$ cat src/logic/sna_pkg.sv
// Package for the subtract and nibble-swap execution datapath.
// Assumes a 14-bit instruction word and a four-phase instruction cycle.
package sna_pkg;

    localparam int unsigned DATA_W = 8;
    localparam int unsigned ADDR_W = 7;
    localparam int unsigned INSN_W = 14;

    // Opcode field positions and values.
    localparam int unsigned OPC_HI      = 13;
    localparam int unsigned OPC_LO      = 8;
    localparam logic [5:0]  OPC_SUB_F   = 6'h02;
    localparam logic [5:0]  OPC_SWAP_F  = 6'h0e;
    localparam logic [4:0]  OPC_SUB_L   = 5'h1e;
    localparam int unsigned DEST_BIT    = 7;
    localparam int unsigned ADDR_HI     = 6;
    localparam int unsigned NIB_W       = 4;

    // Values after reset.
    localparam logic [7:0]  RST_DATA    = 8'h00;
    localparam logic [6:0]  RST_ADDR    = 7'h00;
    localparam logic [1:0]  RST_PHASE   = 2'h0;

    typedef enum logic [1:0] {
        SNA_OP_NONE,
        SNA_OP_SUB_F,
        SNA_OP_SUB_L,
        SNA_OP_SWAP
    } sna_op_e;

    typedef enum {
        SNA_Q1,
        SNA_Q2,
        SNA_Q3,
        SNA_Q4
    } sna_phase_e;

    // Flags as the datapath reports them.
    typedef struct packed {
        logic carry;
        logic digit_carry_flag;
        logic zero;
    } sna_flags_s;

    // Write-back to the register file or accumulator.
    typedef struct packed {
        logic       acc_we;
        logic       file_we;
        logic       flags_we;
        logic [6:0] file_addr;
        logic [7:0] data;
    } sna_wb_s;

endpackage : sna_pkg

$ cat src/logic/sna_alu.sv
// Execution datapath for file-minus-accumulator, literal-minus-accumulator
// and nibble swap. Assumes an external sequencer presents one instruction
// per four-phase cycle and returns the file register value during Q2.
`timescale 1ns/1ps
module sna_alu
    import sna_pkg::*;
(
    // Clock and control.
    input  wire logic              ref_clk,
    input  wire logic              rst,
    input  wire logic              clk_en,
    // Instruction, latched at Q1.
    input  wire logic [INSN_W-1:0] insn,
    input  wire logic              insn_valid,
    // Operand sources.
    input  wire logic [DATA_W-1:0] acc_value,
    input  wire logic [DATA_W-1:0] file_rdata,
    // File read request.
    output logic                   file_re_ff,
    output logic [ADDR_W-1:0]      file_raddr_ff,
    // Write-back.
    output sna_wb_s                wb_ff,
    output sna_flags_s             flags_ff,
    output logic [1:0]             phase_ff
);
    sna_phase_e        state_ff;
    sna_phase_e        nxt_state;
    sna_op_e           op_ff;
    sna_op_e           nxt_op;
    logic              dest_ff;
    logic [ADDR_W-1:0] addr_ff;
    logic [DATA_W-1:0] lit_ff;
    logic [DATA_W-1:0] opnd_ff;

    wire logic [5:0]        opc6;
    wire logic              dec_dest;
    wire logic [ADDR_W-1:0] dec_addr;
    wire logic [DATA_W-1:0] diff;
    wire logic [DATA_W-1:0] swapped;
    wire logic [DATA_W-1:0] minuend;
    wire sna_flags_s        xflags;
    wire logic              is_sub;
    wire logic              to_file;
    wire sna_wb_s           wb_q4;

    assign opc6     = insn[OPC_HI:OPC_LO];
    assign dec_dest = insn[DEST_BIT];
    assign dec_addr = insn[ADDR_HI:0];
    assign nxt_op   = !insn_valid                       ? SNA_OP_NONE
                    : (opc6 == OPC_SUB_F)                ? SNA_OP_SUB_F
                    : (opc6 == OPC_SWAP_F)               ? SNA_OP_SWAP
                    : (opc6[5:1] == OPC_SUB_L)           ? SNA_OP_SUB_L
                    : SNA_OP_NONE;

    always_comb begin
        case (state_ff)
            SNA_Q1:  nxt_state = SNA_Q2;
            SNA_Q2:  nxt_state = SNA_Q3;
            SNA_Q3:  nxt_state = SNA_Q4;
            SNA_Q4:  nxt_state = SNA_Q1;
            default: nxt_state = SNA_Q1;
        endcase
    end

    // The literal operand replaces the file read for the literal form.
    assign minuend = (op_ff == SNA_OP_SUB_L) ? lit_ff : opnd_ff;
    assign is_sub  = (op_ff == SNA_OP_SUB_F) || (op_ff == SNA_OP_SUB_L);
    // Literal subtract always lands in the accumulator.
    assign to_file = dest_ff && (op_ff != SNA_OP_SUB_L);

    sna_exec #(
        .W (DATA_W)
    ) u_exec (
        .minuend    (minuend),
        .subtrahend (acc_value),
        .swap_src   (opnd_ff),
        .diff       (diff),
        .swapped    (swapped),
        .flags      (xflags)
    );

    assign wb_q4.acc_we    = (op_ff != SNA_OP_NONE) && !to_file;
    assign wb_q4.file_we   = (op_ff != SNA_OP_NONE) && to_file;
    assign wb_q4.flags_we  = is_sub;
    assign wb_q4.file_addr = addr_ff;
    // The result is formed in Q3 and registered at the Q3 edge, so a
    // strobe and its data always reach Q4 together.
    assign wb_q4.data      = is_sub ? diff : swapped;

    always_ff @(posedge ref_clk) begin
        if (rst) begin
            state_ff <= SNA_Q1;
        end else if (clk_en) begin
            state_ff <= nxt_state;
        end
    end

    // Q1 decode.
    always_ff @(posedge ref_clk) begin
        if (rst) begin
            op_ff   <= SNA_OP_NONE;
            dest_ff <= 1'b0;
            addr_ff <= RST_ADDR;
            lit_ff  <= RST_DATA;
        end else if (clk_en && state_ff == SNA_Q1) begin
            op_ff   <= nxt_op;
            dest_ff <= dec_dest;
            addr_ff <= dec_addr;
            lit_ff  <= insn[DATA_W-1:0];
        end
    end

    // Q2 read; Q3 processing is combinational and lands in wb_ff.
    always_ff @(posedge ref_clk) begin
        if (rst) begin
            opnd_ff <= RST_DATA;
        end else if (clk_en && state_ff == SNA_Q2) begin
            opnd_ff <= file_rdata;
        end
    end

    // Q4 write; strobes last exactly the one Q4 phase.
    always_ff @(posedge ref_clk) begin
        if (rst) begin
            wb_ff         <= '0;
            flags_ff      <= '0;
            file_re_ff    <= 1'b0;
            file_raddr_ff <= RST_ADDR;
            phase_ff      <= RST_PHASE;
        end else if (clk_en) begin
            phase_ff      <= 2'(nxt_state);
            file_re_ff    <= (state_ff == SNA_Q1) && (nxt_op == SNA_OP_SUB_F
                             || nxt_op == SNA_OP_SWAP);
            file_raddr_ff <= (state_ff == SNA_Q1) ? dec_addr : file_raddr_ff;
            wb_ff         <= (state_ff == SNA_Q3) ? wb_q4 : '0;
            if (state_ff == SNA_Q3 && is_sub) begin
                flags_ff <= xflags;
            end
        end
    end

    // Checks.
    a_swap_keeps_flags: assert property (
        @(posedge ref_clk) disable iff (rst)
        (clk_en && state_ff == SNA_Q3 && op_ff == SNA_OP_SWAP)
        |=> $stable(flags_ff))
        else $error("flags changed on swap");
    a_zero_sets_carry: assert property (
        @(posedge ref_clk) disable iff (rst)
        (wb_ff.flags_we && wb_ff.data == 8'h00)
        |-> (flags_ff.zero && flags_ff.carry))
        else $error("zero result flags wrong");
    a_nonzero_clears_z: assert property (
        @(posedge ref_clk) disable iff (rst)
        (wb_ff.flags_we && wb_ff.data != 8'h00) |-> !flags_ff.zero)
        else $error("zero flag set on nonzero result");
    a_sub_result_value: assert property (
        @(posedge ref_clk) disable iff (rst)
        (clk_en && state_ff == SNA_Q3 && is_sub)
        |=> wb_ff.data == 8'($past(minuend) - $past(acc_value)))
        else $error("subtract result wrong");
    a_borrow_clr_carry: assert property (
        @(posedge ref_clk) disable iff (rst)
        (clk_en && state_ff == SNA_Q3 && is_sub && minuend < acc_value)
        |=> !flags_ff.carry)
        else $error("carry set on borrow");
    a_dc_nibble_sense: assert property (
        @(posedge ref_clk) disable iff (rst)
        (clk_en && state_ff == SNA_Q3 && is_sub)
        |=> flags_ff.digit_carry_flag
            == ($past(minuend[3:0]) >= $past(acc_value[3:0])))
        else $error("digit carry wrong");
    a_dest_routing: assert property (
        @(posedge ref_clk) disable iff (rst)
        (clk_en && state_ff == SNA_Q3 && op_ff == SNA_OP_SUB_F && dest_ff)
        |=> wb_ff.file_we && !wb_ff.acc_we && wb_ff.file_addr == addr_ff)
        else $error("destination routing wrong");
    a_literal_to_acc: assert property (
        @(posedge ref_clk) disable iff (rst)
        (clk_en && state_ff == SNA_Q3 && op_ff == SNA_OP_SUB_L)
        |=> wb_ff.acc_we && !wb_ff.file_we)
        else $error("literal result not to accumulator");
    a_swap_value: assert property (
        @(posedge ref_clk) disable iff (rst)
        (clk_en && state_ff == SNA_Q3 && op_ff == SNA_OP_SWAP)
        |=> wb_ff.data == {$past(opnd_ff[3:0]), $past(opnd_ff[7:4])})
        else $error("swap result wrong");
    a_addr_captured: assert property (
        @(posedge ref_clk) disable iff (rst)
        (clk_en && state_ff == SNA_Q1) |=> addr_ff == $past(insn[6:0]))
        else $error("address decode wrong");
    a_enable_freeze: assert property (
        @(posedge ref_clk) disable iff (rst)
        !clk_en |=> $stable(state_ff) && $stable(wb_ff)
            && $stable(flags_ff))
        else $error("state moved while clock enable low");
    a_strobe_q4_only: assert property (
        @(posedge ref_clk) disable iff (rst)
        (wb_ff.acc_we || wb_ff.file_we || wb_ff.flags_we)
        |-> phase_ff == 2'h3)
        else $error("write strobe outside Q4");
    a_read_in_q2: assert property (
        @(posedge ref_clk) disable iff (rst)
        file_re_ff |-> phase_ff == 2'h1)
        else $error("file read outside Q2");
    a_read_addr_match: assert property (
        @(posedge ref_clk) disable iff (rst)
        file_re_ff |-> file_raddr_ff == addr_ff)
        else $error("read address differs from decoded address");
    a_acc_dest_zero: assert property (
        @(posedge ref_clk) disable iff (rst)
        (clk_en && state_ff == SNA_Q3 && op_ff != SNA_OP_NONE && !dest_ff)
        |=> wb_ff.acc_we && !wb_ff.file_we)
        else $error("destination zero not routed to accumulator");
    a_swap_no_flag_we: assert property (
        @(posedge ref_clk) disable iff (rst)
        (clk_en && state_ff == SNA_Q3 && op_ff == SNA_OP_SWAP)
        |=> !wb_ff.flags_we)
        else $error("flag write on swap");
    a_positive_sets_c: assert property (
        @(posedge ref_clk) disable iff (rst)
        (clk_en && state_ff == SNA_Q3 && is_sub && minuend > acc_value)
        |=> flags_ff.carry && !flags_ff.zero)
        else $error("positive result flags wrong");
    a_phase_follows: assert property (
        @(posedge ref_clk) disable iff (rst)
        clk_en |=> phase_ff == 2'($past(phase_ff) + 2'h1))
        else $error("phase did not advance");
    a_no_op_quiet: assert property (
        @(posedge ref_clk) disable iff (rst)
        (clk_en && state_ff == SNA_Q3 && op_ff == SNA_OP_NONE)
        |=> !wb_ff.acc_we && !wb_ff.file_we && !wb_ff.flags_we)
        else $error("strobe on an idle cycle");

endmodule : sna_alu

$ cat src/logic/sna_exec.sv
// Arithmetic core: subtraction with borrow flags, and nibble swap.
// Purely combinational; the caller registers everything it uses.
`timescale 1ns/1ps
module sna_exec
    import sna_pkg::*;
#(
    parameter int unsigned W = DATA_W
) (
    // Operands.
    input  wire logic [W-1:0] minuend,
    input  wire logic [W-1:0] subtrahend,
    input  wire logic [W-1:0] swap_src,
    // Results.
    output wire logic [W-1:0] diff,
    output wire logic [W-1:0] swapped,
    output sna_flags_s        flags
);
    wire logic [W:0]   full_diff;
    wire logic [NIB_W:0] low_diff;

    // Two's complement subtract; the extra bit is the inverted borrow.
    assign full_diff = {1'b0, minuend} + {1'b0, ~subtrahend} + {{W{1'b0}}, 1'b1};
    assign low_diff  = {1'b0, minuend[NIB_W-1:0]}
                     + {1'b0, ~subtrahend[NIB_W-1:0]}
                     + {{NIB_W{1'b0}}, 1'b1};
    assign diff      = full_diff[W-1:0];
    assign flags = '{carry:            full_diff[W],
                     digit_carry_flag: low_diff[NIB_W],
                     zero:             (full_diff[W-1:0] == '0)};
    assign swapped   = {swap_src[NIB_W-1:0], swap_src[W-1:NIB_W]};

endmodule : sna_exec

$ cat config.mk
export PLATFORM = sky130hd
export DESIGN_NAME = sna_alu
export DESIGN_NICKNAME = d
export VERILOG_FILES = /design/src/logic/sna_pkg.sv /design/src/logic/sna_alu.sv /design/src/logic/sna_exec.sv
export SDC_FILE = /design/constraint.sdc
export NUM_CORES = 1
export LEC_CHECK = 0
export ABC_CLOCK_PERIOD_IN_PS = 4200
export BUFFER_PORTS_ARGS = -buffer_cell sky130_fd_sc_hd__buf_2
export CORE_MARGIN = 5
export CORE_UTILIZATION = 55
export DETAILED_ROUTE_END_ITERATION = 10
export PLACE_DENSITY = 0.92
export SYNTH_ARGS = -nofsm -noshare
export SYNTH_HDL_FRONTEND = slang
export SYNTH_SLANG_ARGS = --single-unit
$ cat constraint.sdc
create_clock -name ref_clk -period 4.2 [get_ports ref_clk]
set_input_delay 0.84 -clock ref_clk [delete_from_list [all_inputs] [get_ports ref_clk]]
set_output_delay 0.84 -clock ref_clk [all_outputs]
set_load 0.005 [all_outputs]
; Word level (Yosys, flattened, before mapping)
; Cells that the tools add are included.
[word_totals]
regBits = 89
in_bits = 34
out_inout_bits = 31
wordCells = 59
[op_classes]
n_addsub = 4
n_eq_ne = 12
mux = 8
bitwise_logic = 2
reduce_logical = 16
[op_table]
columns = op, n
row1 = 32-bit by 2-bit == test with 1-bit output (second input constant), 2
row2 = 32-bit logical NOT, 2
row3 = 32-bit by 1-bit == test with 1-bit output (second input constant), 1
row4 = 32-bit by 3-bit == test with 1-bit output (second input constant), 1
row5 = 18-bit 2-to-1 mux, 1
row6 = 8-bit 2-to-1 mux, 2
row7 = 8-bit by 8-bit adder with 9-bit output, 1
row8 = 9-bit by 1-bit adder with 9-bit output (second input constant), 1
row9 = 8-bit logical NOT, 1
row10 = 2-bit 2-to-1 mux, 4
row11 = 8-bit NOT, 1
row12 = 1-bit logical AND, 7
row13 = 6-bit by 2-bit == test with 1-bit output (second input constant), 1
row14 = 6-bit by 4-bit == test with 1-bit output (second input constant), 1
row15 = 2-bit one-hot mux with 3 select lines, 1
row16 = 4-bit by 4-bit adder with 5-bit output, 1
row17 = 5-bit by 1-bit adder with 5-bit output (second input constant), 1
row18 = 5-bit == test (second input constant), 1
row19 = 2-bit by 1-bit == test with 1-bit output (second input constant), 2
row20 = 2-bit == test (second input constant), 2
row21 = 4-bit NOT, 1
row22 = 2-bit AND reduction, 2
row23 = 1-bit logical OR, 2
row24 = 2-bit inequality test (second input constant), 1
row25 = 2 further kinds, 2

; Longest topological paths before layout
[depth]
depth_word = 8
ltp_mapped = 11
ltp_nobuf = 10

; Cells and area by module
; A second synthesis with hierarchy kept.
[unflattened]
hier_cells = 274
hier_area_um2 = 2311.0
[by_module_without_submodules]
columns = mod, instances, cells_per_inst, area_each_um2, seq_area_each_um2
row1 = sna_alu, 1, 214, 1869.3, 840.8
row2 = sna_exec, 1, 60, 441.7, 0.0

; Worst setup path after synthesis
; No wires, ideal clock.
[synth_path]
kind = reg-to-reg
start = register op_ff[0]
end = register flags_ff[0] (netlist bit)
setup_ns = 0.059
arrival_ns = 2.524
required_time_ns = 4.141
path_slack_ns = 1.618
stages_incl_launch_ff = 11
n_path_buf = 1
synth_period_minus_slack_ns = 2.582
path_cell_list = dfxtp_1 -> inv_1 -> ha_1 -> clkbuf_1 -> mux2i_1 -> ha_1 -> fa_1 -> xnor2_1 -> or4b_1 -> a211oi_2 -> a31o_1
[synth_via]
elab_chain_cells = 5
word_cells_on_any_way = 9
classes_between = add/sub: 2 / eq/ne: 2 / mux: 1 / reduce/logical: 4
[synth_lines]
columns = item, line_no
row1 = "start, declared", sna_alu.sv:28  ; sna_op_e op_ff;
row2 = "start signal, assigned", sna_alu.sv:106  ; op_ff <= nxt_op;
row3 = 2-bit == test, "sna_alu.sv:66, sna_alu.sv:67"
row4 = 8-bit 2-to-1 mux, sna_alu.sv:66  ; assign minuend = (op_ff == SNA_OP_SUB_L) ? lit_ff : opnd_ff;
row5 = 8-bit by 8-bit adder with 9-bit output, sna_exec.sv:22  ; assign full_diff = {1'b0, minuend} + {1'b0, ~subtrahend} + {{W{1'b0}}, 1'b1};
row6 = 9-bit by 1-bit adder with 9-bit output, sna_exec.sv:22
row7 = 8-bit logical NOT, sna_exec.sv:29  ; zero: (full_diff[W-1:0] == '0)};
row8 = "end signal, assigned", sna_alu.sv:137  ; flags_ff <= xflags;
row9 = "end, declared", sna_alu.sv:23  ; output sna_flags_s flags_ff,
; Several ways; a longest one is shown, not always the timed one.
; A chain may end at the register's enable or synchronous reset.

; Worst setup path after layout
; Ends and elaborated chain as after synthesis.

==> results.cfg <==
[sta]
finalSetupTns_ns = 0
rsz0062_at_grt = false
slew_violations = 0
setup_viol = 0
whs_ns = 0.450
finalCriticalPeriod_ns = 2.81
hold_violations = 0
worstMarginPinSlew_ns = 0.711
fin_worst_skew_ns = 0.00614
slew_headroom_pct = 52.6
finalCritPeriodShare_pct = 67.0
max_freq_ghz = 0.355

[route]
post_drt_wl_per_cell_um = 14.6
routed-via-count = 2081
viasPerCell = 5.42
dr.pass1.iters = 4
ant_nets = 0
drt_wl_total_mm = 5.61
drcViolationCount = 0
drt-initial-drc-count = 179

[clocking]
cts_buffers = 5
insertion_delay_ns = 0.30
post_cts_buffers = 0
clkSlewWorstSetupHoldPaths_ns = 0.08
cts-resized-gates = 0
hold_buffers = 0
cts_tree = done
htreeDepth = 2
cts.sinks = 42
clock_path_buffers = 2
cts_root_buffer = clkbuf_8

[min_path]
hold_path.class = reg2reg
min_from = wb_ff[6]
worstHoldEndpoint = wb_ff[6]
hold_depth = 2

[layout]
area_delta_synth_final_pct = 19.7
ff_latch_area_um2 = 841
fillers = 328
antenna_cells = 0
stdcell_count = 384
drive_above_1_share_pct = 25.1
fin_nets = 383
multi_input_area_um2 = 1270
utilization_pct = 67.4

[critical_path]
r2r-start = op_ff[0]
path_class = reg2reg
worst_setup_path_end_kind = register
r2r_end = flags_ff[0]
start_kind = register
cp.required_ns = 4.44
r2r_cells = 9
reg2reg_slack_ns = 1.39
cp_max_fo = 9
arrival_ns = 3.06

[power]
intPower_mw = 0.647
clockPowerShare_pct = 35.9
peakVddDrop_mv = 0.187
leakage_nw = 1.18
p_sw_share_pct = 26.8
p_comb_share_pct = 15.9
pwr-share-seq_pct = 48.2
pwr_density_cell_nw_per_um2 = 331
p_sw_mw = 0.237

[grt]
grt_pass1_vias = 1910
overflow = 0
antenna_found_initial = 0
grt_pass1_wl_mm = 8.79
track_usage_pct = 20.9
grt_max_degree = 41

[placed_design]
dp_cells = 376
port_buffers = 64
dp_hpwl_mm = 4.26
finalWeightedCongestion = 0.891

[synthesis]
syn-cell-area_um2 = 2230
syn_nets = 326
yosys-top-cells-area = dfxtp_1 38%, a21oi_1 9.2%, ha_1 8.4%
ys_ff_latch = 42
synthTopCellsByCount = 42 x dfxtp_1, 41 x a21oi_1, 35 x nand2_1
syn_inst = 276
syn_avg_cell_area_um2 = 8.10
synthDistinctLibCells = 41
ys.flop_type = dfxtp_1
async_flop_share_pct = 0
synth_edf_count = 0
yosysTopAreaCell = dfxtp_1
synth.yosys.seq_area_share_pct = 37.6
yosysTopAreaCellShare_pct = 37.6
yosysWarningCount = 0
yosysMostFrequentCell = dfxtp_1

[floorplanning]
fp.dieW_um = 73.7
io_pins = 65
initial_core_util_pct = 56.3
die_area_um2 = 5440
die_h_um = 73.7
coreArea_um2 = 3970
rows = 23

[run]
drv_cap = 0

[run_status]
status = finished, final reports clean
-- kinds of logic (layout without fill, tap and decap cells) --
| family | count (synthesis) | in the layout | share of synthesized area [%] |
|---|---|---|---|
| xor+xnor | 3 | 3 | 1.18 |
| buf+inv | 32 | 90 | 5.54 |
| fa+ha+maj | 16 | 16 | 9.29 |
| simple gates | 104 | 104 | 23.3 |
| flops | 42 | 42 | 37.6 |
| mux | 12 | 12 | 5.82 |
| compound gates | 67 | 67 | 17.2 |
-- registers in the layout, summed over array words and instances (netlist names) --
register	count
wb_ff	18
opnd_ff	8
addr_ff	6
flags_ff	3
op_ff	2
phase_ff	2
dest_ff	1
file_re_ff	1
lit_ff	1
-- power groups by stage --
stage | Clock [mW] | Combinational, mW | Sequential (mW)
floorplan | 0 | 0.0938 | 0.431
global placement | 0 | 0.135 | 0.435
detailed placement | 0 | 0.139 | 0.435
CTS | 0.321 | 0.139 | 0.426
global route | 0.336 | 0.158 | 0.428
finish | 0.317 | 0.140 | 0.427
-- layout by cell type, fill, tap and decap left out, types with 2 or more instances in the layout --
master and count:
nand3_1 18, nor2b_1 8, inv_1 16, buf_2 64, a21o_1 2, a21oi_1 41
o21ai_0 3, clkbuf_8 5, a31oi_1 4, o21ai_1 6, nand4_1 2, nor3_1 3
a211oi_1 2, nand2b_1 13, nand2_1 35, ha_1 15, and2_1 2, nor2_1 14
dfxtp_1 42, mux2i_1 4, o211ai_1 2, xnor2_1 2, nor3b_1 3, mux2_2 8
-- worst max-delay path: stages (launching register included) --
cell     delay (ns)
dfxtp_1        0.32
inv_1          0.11
ha_1           0.41
mux2_2         0.39
ha_1           0.33
a21oi_1        0.34
a21oi_1        0.13
or3_1          0.34
a22oi_1        0.21
a31o_1         0.16
-- how the worst max path moves through the flow --
stage	end	slack, ns	depth (start not counted)	from
floorplan	flags_ff[0]	1.62	10	op_ff[0]
CTS	flags_ff[0]	1.44	9	op_ff[0]
global route	flags_ff[0]	1.29	9	op_ff[0]
finish	flags_ff[0]	1.39	9	op_ff[0]
detailed placement	flags_ff[0]	1.47	9	op_ff[0]
global placement	flags_ff[0]	1.58	9	op_ff[0]
-- metrics by stage --
step           worst slack, ns  total power, mW  cell area, um2
6_report                  1.39            0.884            2680
5_1_grt                   1.29            0.922            2680
4_1_cts                   1.44            0.886            2680
3_5_place_dp              1.47            0.574            2560
3_3_place_gp              1.58            0.569            2560
2_1_floorplan             1.62            0.524            2230
-- area by class of cell --
cell class | count | area share, %
Inverter | 17 | 2.39
Clock inverter | 2 | 1.40
Sequential cell | 42 | 31.4
Timing Repair Buffer | 65 | 12.3
Clock buffer | 6 | 2.71
Multi-Input combinational cell | 202 | 47.5
Tap cell | 50 | 2.34
-- layer usage --
metal | global-route usage (%) | up-vias | routed length (um) | share of wire [%]
met5 | 0 | - | 0 | 0
met4 | 7.85 | 0 | 117 | 2.1
met3 | 5.06 | 12 | 403 | 7.2
met2 | 33.1 | 84 | 2580 | 46
met1 | 27.5 | 925 | 2510 | 45
li1 | - | 1060 | - | -
No activity file was read; power rests on OpenSTA's default activity.
